### src/lcd_dio_cfg_pkg.sv
// Constants and types for the LCD, digital I/O, clock divider and input mux configuration bank
package lcd_dio_cfg_pkg;

  localparam int unsigned ADDR_W        = 16;
  localparam int unsigned DATA_W        = 8;
  localparam int unsigned SEG_COUNT     = 42;
  localparam int unsigned SEG_IDX_W     = 6;
  localparam int unsigned SHARED_COUNT  = 18;
  localparam int unsigned SHARED_BASE   = 24;
  localparam int unsigned DIO_COUNT     = 22;
  localparam int unsigned DIO_FIXED     = 4;
  localparam int unsigned COMMONS       = 4;
  localparam int unsigned SYNC_SEG      = 7;
  localparam int unsigned DIV_W         = 3;
  localparam int unsigned DIV_CNT_W     = 7;
  localparam int unsigned SHARE_W       = 5;

  // Register byte addresses
  localparam logic [15:0] MUX_COUNT_ADDR = 16'h2002;
  localparam logic [15:0] CLK_DIV_ADDR   = 16'h2004;
  localparam logic [15:0] MUX_CTRL_ADDR  = 16'h2005;
  localparam logic [15:0] PIN_SHARE_ADDR = 16'h2040;
  localparam logic [15:0] SEG_BASE_ADDR  = 16'h2100;

  // Field positions
  localparam int unsigned MUX_COUNT_LSB  = 6;
  localparam int unsigned INPUT_OUT_A_BIT   = 0;
  localparam int unsigned INPUT_MUX_ALTERNATE_SELECT_BIT    = 2;

  // Reset values and the largest effective pin-share count
  localparam logic [2:0] CLK_DIV_RESET   = 3'h0;
  localparam logic [1:0] MUX_COUNT_RESET = 2'h0;
  localparam logic [4:0] PIN_SHARE_RESET = 5'h00;
  localparam logic [3:0] SEG_WORD_RESET  = 4'h0;
  localparam logic [4:0] PIN_SHARE_MAX   = 5'h12;

  // Multiplexer states per cycle for each state count code
  localparam logic [2:0] MUX_STATES_00 = 3'h6;
  localparam logic [2:0] MUX_STATES_01 = 3'h4;
  localparam logic [2:0] MUX_STATES_10 = 3'h3;
  localparam logic [2:0] MUX_STATES_11 = 3'h2;

  typedef struct packed {
    logic       input_mux_alternate_select;
    logic       input_input_out_a_output_enable;
    logic [1:0] input_mux_state_count;
  } mux_cfg_t;

  typedef struct packed {
    logic [15:0] addr;
    logic [7:0]  wdata;
    logic        wr;
    logic        rd;
  } reg_req_t;

endpackage

### src/lcd_dio_mux_clock_config.sv
// Configuration bank for LCD/digital I/O pin sharing, segment data, processor clock and input mux
//
// How it works
// - The pin-sharing count gives segment pins to the LCD from pin 41 downward, 18 meaning pins 24-41.
// - Each added segment pin takes away the highest digital I/O pin, so 9 gives segments 33-41, I/O 4-12.
// - Every segment word holds display state for up to four common periods.
// - Bit 0 of a segment word drives the first common period and bit 3 the fourth.
// - Divider code d makes the processor clock the compute-engine clock divided by two to the d.
// - The divider resets to zero so the processor starts on the undivided clock.
// - Software may rewrite the divider while running from the divided clock without upsetting itself.
// - The alternate-select bit steers conversions to the alternate input set.
// - The two-bit state count picks 6, 4, 3 or 2 multiplexer states per cycle.
// - With sync enable high, segment pin 7 carries the input_out_a signal instead of segment data.
`timescale 1ns/10ps
`default_nettype none

module lcd_dio_mux_clock_config
  import lcd_dio_cfg_pkg::*;
(
  input  wire logic                  mclk,
  input  wire logic                  resetn,
  input  wire logic [ADDR_W-1:0]     reg_addr,
  input  wire logic [DATA_W-1:0]     reg_wdata,
  input  wire logic                  reg_wr,
  input  wire logic                  reg_rd,
  output logic [DATA_W-1:0]          reg_rdata,
  input  wire logic [1:0]            common_phase,
  input  wire logic                  input_out_a,
  output logic [SEG_COUNT-1:0]       segment_pin_level,
  output logic [SEG_COUNT-1:0]       segment_pin_is_lcd,
  output logic [DIO_COUNT-1:0]       digital_io_pin_enable,
  output logic                       segment_pin_seven_is_sync,
  output logic                       processor_clock_tick,
  output logic [DIV_W-1:0]           processor_clock_divider_active,
  output logic                       input_mux_alternate_select,
  output logic [2:0]                 input_mux_states_per_cycle
);

  // Registered state and next values
  reg_req_t                req;
  logic [3:0]              seg_word_ff [SEG_COUNT];
  logic [3:0]              nxt_seg_word [SEG_COUNT];
  logic [DIV_W-1:0]        clk_div_ff;
  logic [DIV_W-1:0]        nxt_clk_div;
  logic [DIV_W-1:0]        div_active_ff;
  logic [DIV_W-1:0]        nxt_div_active;
  logic [DIV_CNT_W-1:0]    div_cnt_ff;
  logic [DIV_CNT_W-1:0]    nxt_div_cnt;
  logic [DIV_CNT_W-1:0]    div_last;
  mux_cfg_t                mux_ff;
  mux_cfg_t                nxt_mux;
  logic [SHARE_W-1:0]      share_ff;
  logic [SHARE_W-1:0]      nxt_share;
  logic [SHARE_W-1:0]      share_eff;
  logic [DATA_W-1:0]       rdata_ff;
  logic [DATA_W-1:0]       nxt_rdata;
  logic [SEG_COUNT-1:0]    seg_level_ff;
  logic [SEG_COUNT-1:0]    nxt_seg_level;
  logic [SEG_COUNT-1:0]    seg_lcd_ff;
  logic [SEG_COUNT-1:0]    nxt_seg_lcd;
  logic [DIO_COUNT-1:0]    dio_en_ff;
  logic [DIO_COUNT-1:0]    nxt_dio_en;
  logic [2:0]              mux_states_ff;
  logic [2:0]              nxt_mux_states;
  logic                    seg_hit;
  logic [ADDR_W-1:0]       seg_offset;
  logic [SEG_IDX_W-1:0]    seg_idx;

  // Bus request gathered into one carrier
  assign req.addr  = reg_addr;
  assign req.wdata = reg_wdata;
  assign req.wr    = reg_wr;
  assign req.rd    = reg_rd;

  // Segment words sit at consecutive bytes from the segment base
  assign seg_offset = req.addr - SEG_BASE_ADDR;
  assign seg_hit    = (req.addr >= SEG_BASE_ADDR) && (seg_offset < ADDR_W'(SEG_COUNT));
  assign seg_idx    = seg_offset[SEG_IDX_W-1:0];

  // Segment data words, one per segment pin
  generate
    for (genvar i = 0; i < SEG_COUNT; i++)
    begin : g_seg
      always_comb
      begin
        nxt_seg_word[i] = seg_word_ff[i];
        if (req.wr && seg_hit && (seg_idx == SEG_IDX_W'(i)))
        begin
          nxt_seg_word[i] = req.wdata[3:0];
        end
      end

      always_ff @(posedge mclk or negedge resetn)
      begin
        if (!resetn)
          seg_word_ff[i] <= SEG_WORD_RESET;
        else
          seg_word_ff[i] <= nxt_seg_word[i];
      end

      // Common period n is bit n; pin 7 may carry the input_out_a instead
      always_comb
      begin
        nxt_seg_level[i] = seg_word_ff[i][common_phase];
        if ((i == SYNC_SEG) && mux_ff.input_input_out_a_output_enable)
        begin
          nxt_seg_level[i] = input_out_a;
        end
      end

      // Shared pins go to the LCD from pin 41 downward
      always_comb
      begin
        if (i < SHARED_BASE)
          nxt_seg_lcd[i] = 1'b1;
        else
          nxt_seg_lcd[i] = (SHARE_W'(i - SHARED_BASE) >= (SHARE_W'(SHARED_COUNT) - share_eff));
      end
    end

    // Digital I/O pins 0-3 are never shared; each added segment drops the top one
    for (genvar j = 0; j < DIO_COUNT; j++)
    begin : g_dio
      always_comb
      begin
        if (j < DIO_FIXED)
          nxt_dio_en[j] = 1'b1;
        else
          nxt_dio_en[j] = (SHARE_W'(j) < (SHARE_W'(DIO_COUNT) - share_eff));
      end
    end
  endgenerate

  // Counts above the number of shared pins behave as all pins given to the LCD
  assign share_eff = (share_ff > PIN_SHARE_MAX) ? PIN_SHARE_MAX : share_ff;

  // Configuration writes
  always_comb
  begin
    nxt_clk_div = clk_div_ff;
    nxt_mux     = mux_ff;
    nxt_share   = share_ff;
    if (req.wr)
    begin
      if (req.addr == MUX_COUNT_ADDR)
        nxt_mux.input_mux_state_count = req.wdata[MUX_COUNT_LSB +: 2];
      else if (req.addr == CLK_DIV_ADDR)
        nxt_clk_div = req.wdata[DIV_W-1:0];
      else if (req.addr == MUX_CTRL_ADDR)
      begin
        nxt_mux.input_mux_alternate_select   = req.wdata[INPUT_MUX_ALTERNATE_SELECT_BIT];
        nxt_mux.input_input_out_a_output_enable = req.wdata[INPUT_OUT_A_BIT];
      end
      else if (req.addr == PIN_SHARE_ADDR)
        nxt_share = req.wdata[SHARE_W-1:0];
    end
  end

  // Read data appears in the cycle after the read strobe; unmapped reads give zero
  always_comb
  begin
    nxt_rdata = '0;
    if (req.rd)
    begin
      if (req.addr == MUX_COUNT_ADDR)
        nxt_rdata[MUX_COUNT_LSB +: 2] = mux_ff.input_mux_state_count;
      else if (req.addr == CLK_DIV_ADDR)
        nxt_rdata[DIV_W-1:0] = clk_div_ff;
      else if (req.addr == MUX_CTRL_ADDR)
      begin
        nxt_rdata[INPUT_MUX_ALTERNATE_SELECT_BIT]  = mux_ff.input_mux_alternate_select;
        nxt_rdata[INPUT_OUT_A_BIT] = mux_ff.input_input_out_a_output_enable;
      end
      else if (req.addr == PIN_SHARE_ADDR)
        nxt_rdata[SHARE_W-1:0] = share_ff;
      else if (seg_hit)
        nxt_rdata[3:0] = seg_word_ff[seg_idx];
    end
  end

  // States per cycle for the input multiplexer
  always_comb
  begin
    case (mux_ff.input_mux_state_count)
      2'b00:   nxt_mux_states = MUX_STATES_00;
      2'b01:   nxt_mux_states = MUX_STATES_01;
      2'b10:   nxt_mux_states = MUX_STATES_10;
      default: nxt_mux_states = MUX_STATES_11;
    endcase
  end

  // Processor clock divider: tick once every 2^d compute-engine cycles
  assign div_last = DIV_CNT_W'((8'h01 << div_active_ff) - 8'h01);

  always_comb
  begin
    nxt_div_cnt    = div_cnt_ff + 7'h01;
    nxt_div_active = div_active_ff;
    // A new code is taken only where the old period ends
    if (div_cnt_ff == div_last)
    begin
      nxt_div_cnt    = 7'h00;
      nxt_div_active = clk_div_ff;
    end
  end

  // Tick marks the last compute-engine cycle of a processor clock period
  assign processor_clock_tick = (div_cnt_ff == div_last);

  // Configuration registers
  always_ff @(posedge mclk or negedge resetn)
  begin
    if (!resetn)
    begin
      clk_div_ff <= CLK_DIV_RESET;
      mux_ff     <= '{1'b0, 1'b0, MUX_COUNT_RESET};
      share_ff   <= PIN_SHARE_RESET;
    end
    else
    begin
      clk_div_ff <= nxt_clk_div;
      mux_ff     <= nxt_mux;
      share_ff   <= nxt_share;
    end
  end

  // Divider in use and its cycle counter restart together at a tick
  always_ff @(posedge mclk or negedge resetn)
  begin
    if (!resetn)
    begin
      div_active_ff <= CLK_DIV_RESET;
      div_cnt_ff    <= 7'h00;
    end
    else
    begin
      div_active_ff <= nxt_div_active;
      div_cnt_ff    <= nxt_div_cnt;
    end
  end

  // Read data register, zero outside the cycle after a read
  always_ff @(posedge mclk or negedge resetn)
  begin
    if (!resetn)
    begin
      rdata_ff <= 8'h00;
    end
    else
    begin
      rdata_ff <= nxt_rdata;
    end
  end

  // Pin role and level registers
  always_ff @(posedge mclk or negedge resetn)
  begin
    if (!resetn)
    begin
      seg_level_ff <= '0;
      seg_lcd_ff   <= '0;
      dio_en_ff    <= '0;
    end
    else
    begin
      seg_level_ff <= nxt_seg_level;
      seg_lcd_ff   <= nxt_seg_lcd;
      dio_en_ff    <= nxt_dio_en;
    end
  end

  // Decoded multiplexer state count
  always_ff @(posedge mclk or negedge resetn)
  begin
    if (!resetn)
    begin
      mux_states_ff <= MUX_STATES_00;
    end
    else
    begin
      mux_states_ff <= nxt_mux_states;
    end
  end

  // Outputs straight from registers
  assign reg_rdata                      = rdata_ff;
  assign segment_pin_level              = seg_level_ff;
  assign segment_pin_is_lcd             = seg_lcd_ff;
  assign digital_io_pin_enable          = dio_en_ff;
  assign segment_pin_seven_is_sync      = mux_ff.input_input_out_a_output_enable;
  assign processor_clock_divider_active = div_active_ff;
  assign input_mux_alternate_select     = mux_ff.input_mux_alternate_select;
  assign input_mux_states_per_cycle     = mux_states_ff;

endmodule

`default_nettype wire

### config.mk
export PLATFORM = sky130hd
export DESIGN_NAME = lcd_dio_mux_clock_config
export DESIGN_NICKNAME = d
export VERILOG_FILES = /design/src/lcd_dio_cfg_pkg.sv /design/src/lcd_dio_mux_clock_config.sv
export SDC_FILE = /design/constraint.sdc
export NUM_CORES = 1
export LEC_CHECK = 0
export BUFFER_PORTS_ARGS = -buffer_cell sky130_fd_sc_hd__buf_4
export CORE_MARGIN = 10
export CORE_UTILIZATION = 35
export DETAILED_ROUTE_END_ITERATION = 10
export PLACE_DENSITY = 0.61
export RECOVER_POWER = 50
export SLEW_MARGIN = 20
export SYNTH_ARGS = -nofsm -noshare
export SYNTH_HDL_FRONTEND = slang
export SYNTH_SLANG_ARGS = --single-unit
### constraint.sdc
create_clock -name mclk -period 3.7 [get_ports mclk]
set_input_delay 0.74 -clock mclk [delete_from_list [all_inputs] [get_ports mclk]]
set_output_delay 0.74 -clock mclk [all_outputs]
set_load 0.01 [all_outputs]
==> impl_metrics.toml, run 1 <==
[run_status]
status = "finished, violations left"
violations = "capacitance limit, slew limit"

[floorplanning]
die_height_um = 214
dieWidth_um = 214
core_sq_um = 37400
fp.dieArea_sq_um = 45900
initial_core_util = 0.353
ioPinCount = 154
rows = 71

[synthesis]
synth.largest_area_cell = "dfrtp_1"
async_flop_share = 1.00
netlist_area_sq_um = 13200
syn_inst = 946
ys_ff_latch = 279
synth_top_family_by_area = "multiplexers"
synth_fa_ha_area_frac = 0.00474
yosys_warnings = 0
ys_seq_area_frac = 0.529
synth.area.top_cells = "dfrtp_1 (53%), mux2_2 (16%), mux4_2 (13%), buf_4 (1.6%), nand2_1 (1.6%)"
syn-num-nets = 982
synthSimpleGateAreaFrac = 0.0757
synth_xor_area_frac = 0.0106
synth_edf_count = 0
yosys.area.top_type_share = 0.525
synth_cell_types = 63
yosys-mux-area-fraction = 0.306
syn_avg_cell_area_sq_um = 14.0
synth_flop_cell = "dfrtp_1"
synth-compound-area-share = 0.0347

[setup_path]
cp-end-kind = "output port"
path_depth = 8
crit_path_max_incr_delay_ns = 0.50
cp.arrival_ns = 2.67
cp.required_ns = 2.96
worstSetupStartpoint = "processor_clock_divider_active[1]"
ff2ff_setup_slack_ns = 0.95
start_kind = "flip-flop"
cp_top_family = "simple AND/OR/NAND/NOR gates"
crit_fanout = 11
criticalPathCategory = "reg -> out"
cp_slowest_cell = "dfrtp_1"
r2r-start = "share_ff[3]"
reg2reg_to = "segment_pin_is_lcd[26]"
path_cells = "or3_1 -> ha_1 -> xor2_1 -> o2bb2ai_1 -> xnor2_1 -> nand3_1 -> nor3_1 -> buf_4"
rr_worst_depth = 12
worstSetupEndpoint = "processor_clock_tick"
crit_buf_inv = 1

[placement]
place_hpwl_um = 24100
portBuffers = 151
gp_congestion = 0.797

[cts]
cts_root_buffer = "clkbuf_16"
cts_tree = "done"
cts-buffers-inserted = 34
cts_max_path_buffers = 3
clkTransAtPathRegs_ns = 0.06
clock_sink_count = 279
post_cts_buffers = 0
ctsHtreeMaxLevel = 2
cts.repair.resized = 0
clock_latency_ns = 0.51
ctsHoldBuffers = 0

[global_route]
grt_pass1_vias = 8780
grt_max_degree = 113
grt_antenna_before_repair = 0
grt_use_total = 0.151
grt_overflow = 0
grt_pass1_wl_um = 55000

[sta]
slew_headroom = -0.979
rsz0062_at_grt = "false"
worst_slew_pin_slew_ns = 2.97
drv_slew = 131
tns_ns = 0
hold_viol = 0
clock_skew_ns = 0.0109
whs_ns = 0.428
max_freq_ghz = 0.293
post-route-period-util = 0.921
period_needed_ns = 3.41
setup_viol = 0

[cells_and_area]
final_core_util = 0.420
diodes = 0
syn_to_final_growth_pct = 19.0
finalNetCount = 1098
drive_gt1_frac = 0.453
layout_common_cells = "dfrtp_1 (277), mux2_2 (186), buf_4 (147), mux4_2 (78), nand2_1 (55)"
mostFrequentLayoutCell = "dfrtp_1"

[power_and_ir_drop]
p_leak_nw = 7.38
power.density_nw_per_um2 = 424
peakVddDrop_v = 0.000305

[run]
drv_cap = 2

[route]
first_iter_violations = 519
wl_per_cell_um = 21.9
drt_wl_total_um = 35000
antenna_left = 0
drc = 0
drt-pass1-iter-count = 5
vias = 8331
avgViaCountPerCell = 5.21

[hold_path]
hold_path.class = "reg -> reg"
[stage by stage]
step	area (sq um)	total power [mW]	setup WS, ns	instances
finish	15700	6.66	0.293	1598
global route	15700	6.91	0.0828	1598
CTS	15800	6.75	0.244	1598
detailed placement	14700	3.49	0.487	1537
global placement	14700	3.49	0.535	1537
floorplan	13200	3.31	0.711	946
[registers in the layout (all words and copies together) (netlist names)]
name / flops
clk_div_ff: 3
processor_clock_divider_active: 3
segment_pin_seven_is_sync: 1
segment_pin_is_lcd: 19
digital_io_pin_enable: 18
reg_rdata: 7
mux_ff: 2
input_mux_alternate_select: 1
div_cnt_ff: 7
segment_pin_level: 42
seg_word_ff: 168
share_ff: 5
input_mux_states_per_cycle: 3
[per-layer routing]
layer,up-vias,global-route usage,routed length (um)
li1,3674,-,-
met1,4338,0.208,15700
met2,275,0.240,16600
met3,44,0.0300,2020
met4,0,0.0324,582
met5,-,0,0
[cells in the mapped netlist (6+ instances only)]
cell and instances:
buf_4 28, xnor2_1 8, clkbuf_1 37, a21oi_1 22, buf_2 9, dfrtp_1 277
nand2b_1 9, xor2_1 8, nand3_1 17, mux4_2 78, inv_1 10, and3_1 6
buf_1 13, mux2_2 186, nor3_1 15, o21ai_0 15, nand2_1 55, nor2b_1 9
nor2_1 40, mux2i_1 18
[worst reg2reg max path, stage by stage (launching register included)]
cell and delay [ns]:
dfrtp_1 0.48, or2_2 0.36, o21ai_0 0.16, nand2_1 0.19
inv_1 0.21, ha_1 0.30, nor3_1 0.08, a21o_1 0.28
inv_1 0.11, o21ai_0 0.17, inv_1 0.12, nand2_1 0.09
nor2_1 0.14
[area by class of cell]
cell class,count,area [sq um]
clock inverter,10,82.6
sequential,279,6980
multi-input combinational,567,5710
clock buffer,51,1020
inverter,11,41.3
tap,511,639
fill,3477,21700
timing repair buffer,169,1240
[report_power, final]
part / leakage (nW) / total, mW / switching [mW] / internal (mW)
clock: 0.549 / 3.24 / 1.27 / 1.97
combinational: 3.03 / 0.356 / 0.239 / 0.117
sequential: 3.80 / 3.07 / 0.00809 / 3.06
[cells by family after synthesis]
logic type               count (synthesis)
adder cells (fa/ha/maj)                  5
multiplexers                           283
AO/OA/AOI/OAI                           72
flip-flops                             279
buffers and inverters                  100
XOR/XNOR                                16
other                                    2
AND/OR/NAND/NOR                        189
[worst min-delay path by stage]
stage / startpoint / endpoint / slack, ns / cells after the start
floorplan: mux_ff[1] / input_mux_states_per_cycle[2] / 0.39 / 1
global placement: mux_ff[1] / input_mux_states_per_cycle[2] / 0.41 / 1
detailed placement: mux_ff[1] / input_mux_states_per_cycle[2] / 0.42 / 1
CTS: resetn / seg_word_ff[95] / 0.38 / 1
global route: input_out_a / segment_pin_level[7] / 0.46 / 2
finish: mux_ff[1] / input_mux_states_per_cycle[2] / 0.43 / 1
Power figures use the tool's default switching activity.
==> run 2: changes to the inputs <==
Settings changed: CORE_UTILIZATION 35 to 50, PLACE_DENSITY 0.61 to 0.72.
==> impl_metrics.toml, run 2 (same netlist as run 1, synthesis figures left out) <==
[run_status]
status = "finished, violations left"
violations = "capacitance limit, slew limit"

[sta]
post-route-period-util = 0.919
rsz0062_at_grt = "false"
fin_ws_ns = 0.298
drv_slew = 127
hold_viol = 0
max_freq_ghz = 0.294
clock_skew_ns = 0.00875
worst_slew_pin_slew_ns = 2.91
period_needed_ns = 3.40
slew_headroom = -0.938
tns_ns = 0
setup_viol = 0

[route]
vias = 8373
drt_wl_total_um = 32300
drc = 0
wl_per_cell_um = 22.8
antenna_left = 0
avgViaCountPerCell = 5.93
first_iter_violations = 688
drt-pass1-iter-count = 4

[floorplanning]
core_sq_um = 26000
fp.dieArea_sq_um = 33300
rows = 59
dieWidth_um = 182
die_height_um = 182
ioPinCount = 154
initial_core_util = 0.508

[cells_and_area]
mostFrequentLayoutCell = "dfrtp_1"
layout_common_cells = "dfrtp_1 (277), mux2_2 (186), buf_4 (146), mux4_2 (78), nand2_1 (55)"
final.fill_count = 2086
diodes = 0
drive_gt1_frac = 0.451
largest_reg_flops = 168
syn_to_final_growth_pct = 16.6
finalNetCount = 1093
regArea_sq_um = 6980
design_area_sq_um = 15400
final_core_util = 0.592
multi_input_area_sq_um = 5720
largest-register = "seg_word_ff"

[hold_path]
hold_path.class = "reg -> reg"
hold_end = "input_mux_states_per_cycle[2]"
hold_start = "mux_ff[1]"
hold_depth = 1

[placement]
pre_cts_slack_ns = 0.447
dpl-instance-area_sq_um = 14500
gp_congestion = 0.874
place_hpwl_um = 22200
portBuffers = 151

[setup_path]
rr_worst_depth = 11
criticalPathCategory = "reg -> out"
r2r-start = "share_ff[3]"
cp.arrival_ns = 2.66
ff2ff_setup_slack_ns = 1.00
cp-end-kind = "output port"
cp.required_ns = 2.96
crit_fanout = 10
start_kind = "flip-flop"
reg2reg_to = "segment_pin_is_lcd[26]"

[global_route]
grt_max_degree = 86
gr-usage-met1 = 0.264
grt_busiest_layer = "met2"
grt_overflow = 0
grt_pass1_wl_um = 51200
grt_use_total = 0.191
grt_use_met3 = 0.0402
grt_antenna_before_repair = 0
grt_pass1_vias = 8752
grt_use_met2 = 0.301

[cts]
clkTransAtPathRegs_ns = 0.06
ctsHtreeMaxLevel = 1
cts-buffers-inserted = 29
ctsHoldBuffers = 0
cts_root_buffer = "clkbuf_16"
cts_max_path_buffers = 3
cts_tree = "done"
clock_sink_count = 279
post_cts_buffers = 0
clock_latency_ns = 0.54

[power_and_ir_drop]
p_leak_nw = 7.31
peakVddDrop_v = 0.000424
power.density_nw_per_um2 = 418
p_total_mw = 6.43

[run]
drv_cap = 2
run 2: worst max-delay path by stage:
| stage | start | to | depth (start not counted) |
|---|---|---|---|
| final | processor_clock_divider_active[2] | processor_clock_tick | 8 |
| after global routing | processor_clock_divider_active[2] | processor_clock_tick | 8 |
| after CTS | processor_clock_divider_active[2] | processor_clock_tick | 8 |
| after detailed placement | reg_addr[11] | seg_word_ff[110] | 7 |
| after global placement | reg_addr[11] | seg_word_ff[109] | 7 |
| after floorplan | processor_clock_divider_active[2] | processor_clock_tick | 10 |
run 2: per-stage QoR:
stage,cells,hold slack (ns)
2_1_floorplan,946,0.393
3_3_place_gp,1361,0.413
3_5_place_dp,1361,0.420
4_1_cts,1413,0.210
5_1_grt,1413,0.421
6_report,1413,0.423
run 2: what timing repair did:
action,CTS,global route
resized for setup,0,1
endpoints found under the hold margin,0,0
setup endpoints to repair,0,1
run 2: critical path: stages, from the launching register on:
cell	delay [ns]
dfrtp_1	0.50
or3_1	0.42
ha_1	0.29
xor2_1	0.17
o2bb2ai_1	0.19
xnor2_1	0.14
nand3_1	0.11
nor3_2	0.16
buf_4	0.16
run 2: per-layer routing:
metal  vias to the layer above  part of all wire  wire [um]
met5                         -                 0          0
met3                        57             0.062       1990
li1                       3668                 -          -
met1                      4365              0.44      14300
met4                         0             0.027        863
met2                       283              0.47      15200
run 2: final cells by class:
type                            instances  area share
Clock buffer                           41      0.0540
Clock inverter                         11      0.0106
Inverter                               11     0.00268
Multi-Input combinational cell        567       0.371
Sequential cell                       279       0.454
Tap cell                              335      0.0272
Timing Repair Buffer                  169      0.0803
run 2: where the power goes:
part / total (mW) / internal (mW) / switching (mW) / leakage (nW)
sequential: 3.06 / 3.06 / 0.00789 / 3.80
clock: 3.02 / 1.83 / 1.18 / 0.480
combinational: 0.353 / 0.118 / 0.235 / 3.03
total: 6.43 / 5.01 / 1.43 / 7.31
